$ cat src/fpp_defs.svh
`ifndef FPP_DEFS_SVH
`define FPP_DEFS_SVH

// Register byte offsets
`define FPP_OFS_FCTL1 8'h00
`define FPP_OFS_FCTL2 8'h04
`define FPP_OFS_EBLO 8'h08
`define FPP_OFS_EBHI 8'h0C
`define FPP_OFS_OVLC 8'h10
`define FPP_OFS_FSTAT 8'h14

// flash_control_one fields
`define FPP_FC1_P 0
`define FPP_FC1_E 1
`define FPP_FC1_PVFY 2
`define FPP_FC1_EVFY 3
`define FPP_FC1_PSET 4
`define FPP_FC1_ESET 5
`define FPP_FC1_SWEN 6

// ram_overlay_control fields
`define FPP_OVL_SEL_LSB 0
`define FPP_OVL_EMU 3

// flash_status_reg fields
`define FPP_ST_PGM 0
`define FPP_ST_ERS 1
`define FPP_ST_VFY 2
`define FPP_ST_ERR 7

// Reset values
`define FPP_RST_REG8 8'h00
`define FPP_RST_OVL 4'h0

// Bus answers
`define FPP_RESP_OKAY 2'h0
`define FPP_RESP_SLVERR 2'h2

`endif

$ cat src/fpp_pkg.sv
`default_nettype none

package fpp_pkg;

	// Processor-side events watched during program or erase
	typedef struct packed {
		logic flash_read;
		logic exc_start;
		logic exc_excluded;
		logic sleep_exec;
		logic bus_release;
	} fpp_cpu_evt_s;

	// Protection state
	typedef enum logic [2:0] {
		FPP_IDLE = 3'b001,
		FPP_BUSY = 3'b010,
		FPP_ERRP = 3'b100
	} fpp_state_e;

endpackage : fpp_pkg

`default_nettype wire

$ cat src/fpp_top.sv
// Overview of operation
// RULE1: Software protection blocks program and erase entry
// RULE2: Erase only blocks selected; programming unaffected
// RULE3: Both selects zero means nothing erasable
// RULE4: Emulation enable protects all; verify still allowed
// RULE5: Software keeps selects zero when not erasing
// RULE6: Software clears emulation before real programming
// RULE7: Malfunction sets error flag, aborts operation
// RULE8: Error state keeps registers, blocks re-entry
// RULE9: Verify stays possible during error protection
// RULE10: Flash read during operation sets error
// RULE11: Exception start sets error, some excluded
// RULE12: Sleep during operation sets error flag
// RULE13: Bus release during operation sets error
// RULE14: Only pin, watchdog, hardware standby release; code releases on aresetn, watchdog or hardware standby
// RULE15: P or E set means busy; NMI masked
// RULE16: Registers writable in error; software standby clears
// RULE17: Only listed conditions detected as errors
// RULE18: RAM overlays flash, reachable both addresses
// RULE19: Emulation one, select zero overlays first block
// RULE20: Clearing emulation removes the overlay
// RULE21: Software arms watchdog when setting operation bits
// RULE22: P and E cleared by reset, standby, enables
// RULE23: Write-enable pin low initialises registers
// RULE24: Error flag read-only, cleared only by release
`include "fpp_defs.svh"
`default_nettype none

module fpp_top
	import fpp_pkg::*;
#(
	parameter int ADDR_W = 8,
	parameter int FLASH_AW = 18,
	parameter int OVL_AW = 12
)
(
	// Clock and reset
	input wire logic aclk,
	input wire logic aresetn,
	// AXI4-Lite write address
	input wire logic [ADDR_W-1:0] s_axi_awaddr,
	input wire logic [2:0] s_axi_awprot,
	input wire logic s_axi_awvalid,
	output logic s_axi_awready,
	// AXI4-Lite write data
	input wire logic [31:0] s_axi_wdata,
	input wire logic [3:0] s_axi_wstrb,
	input wire logic s_axi_wvalid,
	output logic s_axi_wready,
	// AXI4-Lite write response
	output logic [1:0] s_axi_bresp,
	output logic s_axi_bvalid,
	input wire logic s_axi_bready,
	// AXI4-Lite read address
	input wire logic [ADDR_W-1:0] s_axi_araddr,
	input wire logic [2:0] s_axi_arprot,
	input wire logic s_axi_arvalid,
	output logic s_axi_arready,
	// AXI4-Lite read data
	output logic [31:0] s_axi_rdata,
	output logic [1:0] s_axi_rresp,
	output logic s_axi_rvalid,
	input wire logic s_axi_rready,
	// System conditions
	input wire logic write_enable_pin,
	input wire logic watchdog_reset,
	input wire logic hw_standby,
	input wire logic sw_standby,
	// Processor events
	input wire fpp_cpu_evt_s cpu_evt,
	input wire logic nmi_in,
	output logic nmi_out,
	// Flash array control
	output logic program_mode,
	output logic erase_mode,
	output logic verify_mode,
	output logic [15:0] erase_block_en,
	output logic flash_error_flag,
	// RAM overlay
	input wire logic [FLASH_AW-1:0] cpu_flash_addr,
	output logic overlay_hit,
	output logic [OVL_AW-1:0] overlay_ram_addr
);

	// ----------------------------------------------------------
	// Register state
	// ----------------------------------------------------------
	logic [7:0] fctl1_ff;
	logic [7:0] fctl2_ff;
	logic [7:0] eblo_ff;
	logic [7:0] ebhi_ff;
	logic [3:0] ovlc_ff;
	fpp_state_e state_ff;
	fpp_state_e nxt_state;

	// ----------------------------------------------------------
	// Write channel
	// ----------------------------------------------------------
	logic aw_have_ff;
	logic w_have_ff;
	logic [ADDR_W-1:0] aw_addr_ff;
	logic [7:0] w_byte_ff;
	logic w_strb_ff;
	logic bvalid_ff;
	logic [1:0] bresp_ff;

	wire aw_take = s_axi_awvalid && s_axi_awready;
	wire w_take = s_axi_wvalid && s_axi_wready;
	wire wr_fire = aw_have_ff && w_have_ff && !bvalid_ff;
	wire wr_en = wr_fire && w_strb_ff;
	wire wa_fc1 = aw_addr_ff == ADDR_W'(`FPP_OFS_FCTL1);
	wire wa_fc2 = aw_addr_ff == ADDR_W'(`FPP_OFS_FCTL2);
	wire wa_eblo = aw_addr_ff == ADDR_W'(`FPP_OFS_EBLO);
	wire wa_ebhi = aw_addr_ff == ADDR_W'(`FPP_OFS_EBHI);
	wire wa_ovl = aw_addr_ff == ADDR_W'(`FPP_OFS_OVLC);
	wire wa_stat = aw_addr_ff == ADDR_W'(`FPP_OFS_FSTAT);
	wire wa_hit = wa_fc1 || wa_fc2 || wa_eblo || wa_ebhi || wa_ovl || wa_stat;

	assign s_axi_awready = !aw_have_ff && !bvalid_ff;
	assign s_axi_wready = !w_have_ff && !bvalid_ff;
	assign s_axi_bvalid = bvalid_ff;
	assign s_axi_bresp = bresp_ff;

	always_ff @(posedge aclk)
	begin
		if (!aresetn)
		begin
			aw_have_ff <= 1'b0;
			w_have_ff <= 1'b0;
			aw_addr_ff <= '0;
			w_byte_ff <= 8'h00;
			w_strb_ff <= 1'b0;
			bvalid_ff <= 1'b0;
			bresp_ff <= `FPP_RESP_OKAY;
		end
		else
		begin
			if (aw_take)
			begin
				aw_have_ff <= 1'b1;
				aw_addr_ff <= s_axi_awaddr;
			end
			if (w_take)
			begin
				w_have_ff <= 1'b1;
				w_byte_ff <= s_axi_wdata[7:0];
				w_strb_ff <= s_axi_wstrb[0];
			end
			if (wr_fire)
			begin
				aw_have_ff <= 1'b0;
				w_have_ff <= 1'b0;
				bvalid_ff <= 1'b1;
				bresp_ff <= wa_hit ? `FPP_RESP_OKAY : `FPP_RESP_SLVERR;
			end
			else if (bvalid_ff && s_axi_bready)
				bvalid_ff <= 1'b0;
		end
	end

	// ----------------------------------------------------------
	// Protection decode
	// ----------------------------------------------------------
	wire pin_wen_ok = write_enable_pin;
	wire sw_wen_on = fctl1_ff[`FPP_FC1_SWEN];
	wire p_bit = fctl1_ff[`FPP_FC1_P];
	wire e_bit = fctl1_ff[`FPP_FC1_E];
	wire emu_on = ovlc_ff[`FPP_OVL_EMU];
	wire [15:0] eb_sel = {ebhi_ff, eblo_ff};
	wire in_error = state_ff == FPP_ERRP;
	wire in_progress = p_bit || e_bit; // RULE15
	wire release_err = watchdog_reset || hw_standby; // RULE14
	wire standby_any = sw_standby || hw_standby;
	wire init_all = watchdog_reset || standby_any;
	wire init_pin = !pin_wen_ok; // RULE23
	wire sw_protect = emu_on; // RULE4
	wire pe_block = in_error || sw_protect || !pin_wen_ok; // RULE1 RULE8
	wire any_blk = |eb_sel; // RULE3

	// Error sources; nothing else is watched
	wire evt_exc = cpu_evt.exc_start && !cpu_evt.exc_excluded; // RULE11
	wire evt_any = cpu_evt.flash_read // RULE10
		|| evt_exc
		|| cpu_evt.sleep_exec // RULE12
		|| cpu_evt.bus_release; // RULE13
	wire err_hit = in_progress && evt_any; // RULE17

	// Next flash_control_one from software, with enables applied
	wire [7:0] fc1_wr = (wr_en && wa_fc1) ? w_byte_ff : fctl1_ff;
	wire [7:0] fc1_sw = {1'b0, fc1_wr[6:0]};
	wire pe_keep = fc1_sw[`FPP_FC1_SWEN] && pin_wen_ok; // RULE22
	wire [7:0] nxt_fctl1 = pe_keep ? fc1_sw : (fc1_sw & 8'hFC);

	// ----------------------------------------------------------
	// Protection state
	// ----------------------------------------------------------
	always_comb
	begin
		nxt_state = state_ff;
		unique case (state_ff)
			FPP_IDLE:
				if (err_hit)
					nxt_state = FPP_ERRP; // RULE7
				else if (in_progress)
					nxt_state = FPP_BUSY;
			FPP_BUSY:
				if (err_hit)
					nxt_state = FPP_ERRP; // RULE7
				else if (!in_progress)
					nxt_state = FPP_IDLE;
			FPP_ERRP:
				if (release_err)
					nxt_state = FPP_IDLE; // RULE14 RULE24
			default:
				nxt_state = FPP_IDLE;
		endcase
	end

	always_ff @(posedge aclk)
	begin
		if (!aresetn || release_err)
			state_ff <= FPP_IDLE; // RULE14
		else
			state_ff <= nxt_state;
	end

	// ----------------------------------------------------------
	// Control registers
	// ----------------------------------------------------------
	always_ff @(posedge aclk)
	begin
		if (!aresetn || init_all)
		begin
			fctl1_ff <= `FPP_RST_REG8; // RULE22 RULE16
			fctl2_ff <= `FPP_RST_REG8;
			eblo_ff <= `FPP_RST_REG8;
			ebhi_ff <= `FPP_RST_REG8;
		end
		else if (init_pin)
		begin
			fctl1_ff <= `FPP_RST_REG8; // RULE23 RULE22
			eblo_ff <= `FPP_RST_REG8;
			ebhi_ff <= `FPP_RST_REG8;
			if (wr_en && wa_fc2)
				fctl2_ff <= w_byte_ff;
		end
		else
		begin
			// Stays writable in error protection
			fctl1_ff <= nxt_fctl1; // RULE16 RULE8
			if (wr_en && wa_fc2)
				fctl2_ff <= w_byte_ff;
			if (wr_en && wa_eblo)
				eblo_ff <= w_byte_ff;
			if (wr_en && wa_ebhi)
				ebhi_ff <= w_byte_ff;
		end
	end

	always_ff @(posedge aclk)
	begin
		if (!aresetn || watchdog_reset || standby_any)
			ovlc_ff <= `FPP_RST_OVL;
		else if (wr_en && wa_ovl)
			ovlc_ff <= w_byte_ff[3:0]; // RULE19 RULE20
	end

	// ----------------------------------------------------------
	// Flash array control outputs
	// ----------------------------------------------------------
	logic pgm_ff;
	logic ers_ff;
	logic vfy_ff;
	logic [15:0] ebe_ff;
	logic nmi_ff;
	wire nxt_pgm = p_bit && !pe_block && sw_wen_on; // RULE1 RULE2
	wire nxt_ers = e_bit && !pe_block && sw_wen_on && any_blk; // RULE3
	wire vfy_req = fctl1_ff[`FPP_FC1_PVFY] || fctl1_ff[`FPP_FC1_EVFY];
	wire nxt_vfy = vfy_req && sw_wen_on && pin_wen_ok; // RULE9 RULE4
	wire nmi_mask = in_progress || in_error; // RULE15
	wire [15:0] nxt_ebe;

	genvar gi;
	generate
		for (gi = 0; gi < 16; gi++)
		begin : g_blk
			assign nxt_ebe[gi] = nxt_ers && eb_sel[gi]; // RULE2
		end
	endgenerate

	always_ff @(posedge aclk)
	begin
		if (!aresetn || err_hit || init_all) // RULE22
		begin
			// An error aborts the running operation at once
			pgm_ff <= 1'b0; // RULE7
			ers_ff <= 1'b0;
			ebe_ff <= 16'h0000;
			vfy_ff <= 1'b0;
			nmi_ff <= 1'b0;
		end
		else
		begin
			pgm_ff <= nxt_pgm;
			ers_ff <= nxt_ers;
			ebe_ff <= nxt_ebe;
			vfy_ff <= nxt_vfy;
			nmi_ff <= nmi_in && !nmi_mask; // RULE15
		end
	end

	assign program_mode = pgm_ff;
	assign erase_mode = ers_ff;
	assign verify_mode = vfy_ff;
	assign erase_block_en = ebe_ff;
	assign nmi_out = nmi_ff;
	assign flash_error_flag = in_error; // RULE24

	// ----------------------------------------------------------
	// RAM overlay
	// ----------------------------------------------------------
	logic ovl_hit_ff;
	logic [OVL_AW-1:0] ovl_addr_ff;
	wire [FLASH_AW-OVL_AW-1:0] blk_idx = cpu_flash_addr[FLASH_AW-1:OVL_AW];
	wire [FLASH_AW-OVL_AW-1:0] sel_idx = (FLASH_AW - OVL_AW)'(ovlc_ff[2:0]);
	wire nxt_ovl_hit = emu_on && (blk_idx == sel_idx); // RULE18 RULE19 RULE20

	always_ff @(posedge aclk)
	begin
		if (!aresetn)
		begin
			ovl_hit_ff <= 1'b0;
			ovl_addr_ff <= '0;
		end
		else
		begin
			ovl_hit_ff <= nxt_ovl_hit;
			ovl_addr_ff <= cpu_flash_addr[OVL_AW-1:0]; // RULE18
		end
	end

	assign overlay_hit = ovl_hit_ff;
	assign overlay_ram_addr = ovl_addr_ff;

	// ----------------------------------------------------------
	// Read channel
	// ----------------------------------------------------------
	logic rvalid_ff;
	logic [31:0] rdata_ff;
	logic [1:0] rresp_ff;
	wire ar_take = s_axi_arvalid && s_axi_arready;
	wire ra_fc1 = s_axi_araddr == ADDR_W'(`FPP_OFS_FCTL1);
	wire ra_fc2 = s_axi_araddr == ADDR_W'(`FPP_OFS_FCTL2);
	wire ra_eblo = s_axi_araddr == ADDR_W'(`FPP_OFS_EBLO);
	wire ra_ebhi = s_axi_araddr == ADDR_W'(`FPP_OFS_EBHI);
	wire ra_ovl = s_axi_araddr == ADDR_W'(`FPP_OFS_OVLC);
	wire ra_stat = s_axi_araddr == ADDR_W'(`FPP_OFS_FSTAT);
	wire ra_hit = ra_fc1 || ra_fc2 || ra_eblo || ra_ebhi || ra_ovl || ra_stat;
	logic [7:0] stat_val;
	logic [7:0] rd_byte;

	always_comb
	begin
		stat_val = 8'h00;
		stat_val[`FPP_ST_PGM] = pgm_ff;
		stat_val[`FPP_ST_ERS] = ers_ff;
		stat_val[`FPP_ST_VFY] = vfy_ff;
		stat_val[`FPP_ST_ERR] = in_error; // RULE24
	end

	assign rd_byte = ({8{ra_fc1}} & fctl1_ff)
		| ({8{ra_fc2}} & fctl2_ff)
		| ({8{ra_eblo}} & eblo_ff)
		| ({8{ra_ebhi}} & ebhi_ff)
		| ({8{ra_ovl}} & {4'h0, ovlc_ff})
		| ({8{ra_stat}} & stat_val);

	assign s_axi_arready = !rvalid_ff;
	assign s_axi_rvalid = rvalid_ff;
	assign s_axi_rdata = rdata_ff;
	assign s_axi_rresp = rresp_ff;

	always_ff @(posedge aclk)
	begin
		if (!aresetn)
		begin
			rvalid_ff <= 1'b0;
			rdata_ff <= 32'h0000_0000;
			rresp_ff <= `FPP_RESP_OKAY;
		end
		else if (ar_take)
		begin
			rvalid_ff <= 1'b1;
			rdata_ff <= {24'h000000, rd_byte};
			rresp_ff <= ra_hit ? `FPP_RESP_OKAY : `FPP_RESP_SLVERR;
		end
		else if (s_axi_rready)
			rvalid_ff <= 1'b0;
	end

	// Protection bits are not decoded from the bus
	wire unused_ok = &{1'b0, s_axi_awprot, s_axi_arprot, s_axi_wdata[31:8], s_axi_wstrb[3:1]};

endmodule : fpp_top

`default_nettype wire

$ cat config.mk
export PLATFORM = sky130hd
export DESIGN_NAME = fpp_top
export DESIGN_NICKNAME = d
export VERILOG_FILES = /design/src/fpp_pkg.sv /design/src/fpp_top.sv
export VERILOG_INCLUDE_DIRS = /design/src /design/src/src
export SDC_FILE = /design/constraint.sdc
export NUM_CORES = 1
export LEC_CHECK = 0
export BUFFER_PORTS_ARGS = -buffer_cell sky130_fd_sc_hd__buf_2
export CORE_MARGIN = 2
export CORE_UTILIZATION = 45
export CTS_CLUSTER_DIAMETER = 80
export DETAILED_ROUTE_END_ITERATION = 6
export PLACE_DENSITY = 0.81
export SYNTH_ARGS = -nofsm -noshare
export SYNTH_HDL_FRONTEND = slang
export SYNTH_SLANG_ARGS = --single-unit
$ cat constraint.sdc
create_clock -name aclk -period 3.8 [get_ports aclk]
set_input_delay 0.76 -clock aclk [delete_from_list [all_inputs] [get_ports aclk]]
set_output_delay 0.76 -clock aclk [all_outputs]
set_load 0.05 [all_outputs]
After elaboration in Yosys (flattened, before gate mapping)
Cells that the tools add are included.

Flip-flop bits (word level): 104. Output and inout port bits: 75. Logic and storage cells: 155.

Bitwise logic cells: 14. Equality and inequality tests: 17. Reductions and logical operators: 87. Muxes and demuxes: 13.

Operators with widths (count): $logic_and A1 B1 Y1 (42); $or A8 B8 Y8 (5); $and A8 B8 Y8 (4); $eq A8 B4 Y1 const B (4); $eq A8 B5 Y1 const B (4); $logic_or A1 B1 Y1 (27); $eq A8 B3 Y1 const B (2); $logic_not A8 Y1 (2); $reduce_or A16 Y1 (1); $mux W3 (5); $logic_not A1 Y1 (9); $pmux W3 S3 (1); $and A8 B4 Y8 (1); $and A8 B7 Y8 (1); $mux W7 (1); $eq A6 B3 Y1 (1); $ne A3 B3 Y1 const B (2); $mux W1 (4); $mux W2 (2); $reduce_bool A2 Y1 (2); $reduce_or A2 Y1 (2); $eq A3 B1 Y1 const B (1); $eq A3 B2 Y1 const B (1); $eq A3 B3 Y1 const B (1); 4 further kinds (6).

Depth between registers and ports, before layout
Depth in word-level cells: 8. Gate-level depth with buffers: 6.

Worst setup path before layout
Ideal clock, no wire load.

Path kind: register -> output. Start point: reg state_ff[0]. End point: out flash_error_flag. Arrival time: 1.701 ns. Cell stages (with the launch flop): 2. Buffers on the path: 0. Slack: 1.339 ns. Data required time: 3.040 ns. Path through: dfxtp_1 -> nor3b_1.

Word-level cells in the longest chain between the ends: 1.

RTL lines: start: declaration (line fpp_top.sv:93) `fpp_state_e state_ff;`; start signal: assignment (line fpp_top.sv:224) `state_ff <= nxt_state;`; $eq A3 B3 Y1 (line fpp_top.sv:170) `wire in_error = state_ff == FPP_ERRP;`; end: declaration (line fpp_top.sv:78) `output logic flash_error_flag,`.

Every way passes these cells.

Worst setup path after layout
Start point: in aresetn. End point: reg fctl1_ff[0].

Word-level cells in the longest chain between the ends: 3.

RTL lines: start: declaration (line fpp_top.sv:39) `input wire logic aresetn,`; $logic_not A1 Y1; $logic_or A1 B1 Y1 (line fpp_top.sv:232) `if (!aresetn || init_all)`; $reduce_or A3 Y1 (no line); end signal: assignment (line fpp_top.sv:234) `` fctl1_ff <= `FPP_RST_REG8; ``; end signal: assignment (line fpp_top.sv:241) `` fctl1_ff <= `FPP_RST_REG8; ``; end signal: assignment (line fpp_top.sv:250) `fctl1_ff <= nxt_fctl1;`; end: declaration (line fpp_top.sv:88) `logic [7:0] fctl1_ff;`.

Every way passes these cells. A chain may end at the register's enable or synchronous reset.

==> results.toml <==
[clock_tree]
cts_made_buffers = 9
clock_latency_ns = 0.38
cts.sinks = 102
cts_resized = 0
clockBufferDepth = 2
clk_pin_slew_worst_paths_ns = 0.10
htreeDepth = 3
post_cts_buffers = 0
cts_tree = "done"
cts_hold_buf = 0
root_buffer = "clkbuf_8"

[power_and_ir_drop]
clkPwrFrac = 0.319
power.share.sequential = 0.559
power_frac_comb = 0.121
switching_share = 0.289
ir_drop_v = 0.000166
p_sw_mw = 0.578
p_leak_nw = 2.04
p_int_mw = 1.42
power.density_nw_per_um2 = 409

[routing]
drc_errors = 0
wirelength_mm = 9.29
dr.pass1.iters = 4
viasPerCell = 5.09
drtAntennaViolNets = 0
vias = 3307
wire_per_inst_um = 14.3
drt_iter0_drc = 196

[place]
io_buffers = 108
dp_slack_ns = 0.970
postPlaceCellArea_um2 = 4700
hpwl_mm = 6.92
gp_congestion = 0.878

[floorplanning]
io_pins = 168
std_cell_rows = 35
dieArea_um2 = 10100
die_h_um = 100
core_um2 = 9110
start_util = 0.459
die_w_um = 100

[synthesis]
synth.distinct_cells = 45
synth-seq-area-share = 0.488
avgSynthCellArea_um2 = 9.70
ys_warn_count = 0
yosys_register_bits = 102
syn_inst = 431
yosysTopAreaCell = "dfxtp_1"
synth_top_area_frac = 0.488
syn_area_um2 = 4180
ys_top_cells_by_area = "dfxtp_1 49%, mux2i_1 7.4%, nand2_1 5.1%"

[global_routing]
grt_pass1_vias = 2913
grt_max_degree = 43
grt_first_pass_wirelength_mm = 14.3
grt.total_usage = 0.183
grt-ovfl-total = 0
antenna_found_initial = 0

[sta]
skew_ns = 0.00906
fin_crit_sh = 0.639
max_freq_ghz = 0.412
final-hold-violation-count = 0
post-route-min-period_ns = 2.43
setup_violations = 0
worst_pin_slew_ns = 0.838
timing.hold.ws_ns = 0.445
final_max_slew_viol_count = 0
relSlewSlack = 0.436
fin_tns_setup_ns = 0
rsz0062_at_grt = "no"
fin_ws_ns = 1.37

[critical_path]
reg2regPathDepth = 4
path_class = "in -> reg"
reg2reg_slack_ns = 1.71
endpoint_kind = "register"
cp.arrival_ns = 2.72
reg2reg_to = "ebhi_ff[3]"
cp_max_fo = 42
r2r-start = "aw_addr_ff[0]"
cp-start-kind = "input pin"
cp_data_required_time_ns = 4.09

[final_layout]
fin_util = 0.537
fin_nets = 627
layout_commonest_cell = "buf_2"
fillers = 797
syn2layout_area_growth_pct = 16.9
antennaDiodeCount = 0
fin_area_um2 = 4890
drive_gt1_frac = 0.262
mostFrequentLayoutCells = "108 x buf_2, 102 x dfxtp_1, 57 x nand2_1, 40 x nor2_1"

[worst_hold_path]
hold_path.class = "reg -> reg"
hold-path-endpoint = "s_axi_rdata[0]"
hold-path-cell-count = 2
worst_hold_startpoint = "s_axi_rdata[0]"

[flow_run]
maxCapViolations = 0

[outcome]
outcome = "finished clean"
## layer usage
| layer | up-vias | GRT usage | wire length, µm | share of wire |
|---|---|---|---|---|
| met5 | - | 0 | 0 | 0 |
| met4 | 0 | 0.100 | 232 | 0.025 |
| met3 | 17 | 0.0390 | 597 | 0.064 |
| met2 | 116 | 0.291 | 4380 | 0.47 |
| met1 | 1537 | 0.231 | 4080 | 0.44 |
| li1 | 1637 | - | - | - |
## cell usage after synthesis, drive strengths merged
library cell	number
o211a	1
nor3b	2
buf	27
nor4	13
nand4	2
or4bb	1
xnor2	1
clkbuf	16
xor2	3
a22o	6
nand3	15
and2	31
a22oi	4
nor3	2
and4	1
nand3b	2
a21boi	18
inv	4
nand2b	3
nand4bb	2
nand4b	1
a31oi	1
or4	4
conb	1
and3	2
nand2	57
o21ai	10
nor4b	4
nor2	40
and3b	1
dfxtp	102
a21oi	7
nor2b	5
mux2	5
mux4	4
o22ai	2
mux2i	31
## flip-flops by register name, summed over array words and instances, names as in the netlist, 3 cells and up
signal and count:
fctl1_ff 7, eblo_ff 8, ebhi_ff 8, ovlc_ff 4
fctl2_ff 8, w_byte_ff 8, erase_block_en 16, state_ff 3
overlay_ram_addr 12, aw_addr_ff 8, s_axi_rdata 8
## kinds of logic after synthesis
kind of cell	Yosys count	synth area share
buf+inv	47	0.0673
simple gates	188	0.247
xor+xnor	4	0.00838
flops	102	0.488
mux	40	0.109
compound gates	49	0.0793
other cells	1	0.000897
## cell type report
cell class / count / area [µm²] / area share
clock inverters: 5 / 42.5 / 0.00870
well taps: 111 / 139 / 0.0284
multi-input cells: 307 / 1950 / 0.399
inverters: 4 / 15.0 / 0.00307
repair buffers: 110 / 556 / 0.114
flip-flops and latches: 102 / 2040 / 0.418
clock buffers: 11 / 141 / 0.0289
## how the worst max path moves through the flow
stage	start	to	slack [ns]	depth (start not counted)
3_3_place_gp	aresetn	fctl1_ff[5]	1.09	4
3_5_place_dp	aresetn	fctl1_ff[0]	0.97	4
2_1_floorplan	state_ff[0]	flash_error_flag	1.34	1
4_1_cts	aresetn	fctl1_ff[0]	1.36	4
5_1_grt	aresetn	fctl1_ff[0]	1.21	4
6_report	aresetn	fctl1_ff[0]	1.37	4
## power groups by stage
stage / Clock, mW / Combinational, mW / Sequential (mW)
3_3_place_gp: 0 / 0.239 / 1.14
5_1_grt: 0.693 / 0.263 / 1.12
4_1_cts: 0.651 / 0.244 / 1.12
3_5_place_dp: 0 / 0.243 / 1.14
2_1_floorplan: 0 / 0.177 / 1.17
6_report: 0.639 / 0.243 / 1.12
## critical path: stages
cell	delay, ns
buf_2	0.45
nor4b_4	0.57
nand2_1	0.62
a21oi_1	0.31
## per-stage QoR
| stage | power, mW | std cells |
|---|---|---|
| after global placement | 1.38 | 634 |
| final | 2.00 | 650 |
| after floorplan | 1.35 | 456 |
| after global routing | 2.08 | 650 |
| after detailed placement | 1.39 | 634 |
| after CTS | 2.01 | 650 |
Note: power is estimated with default switching activity, not from simulation.
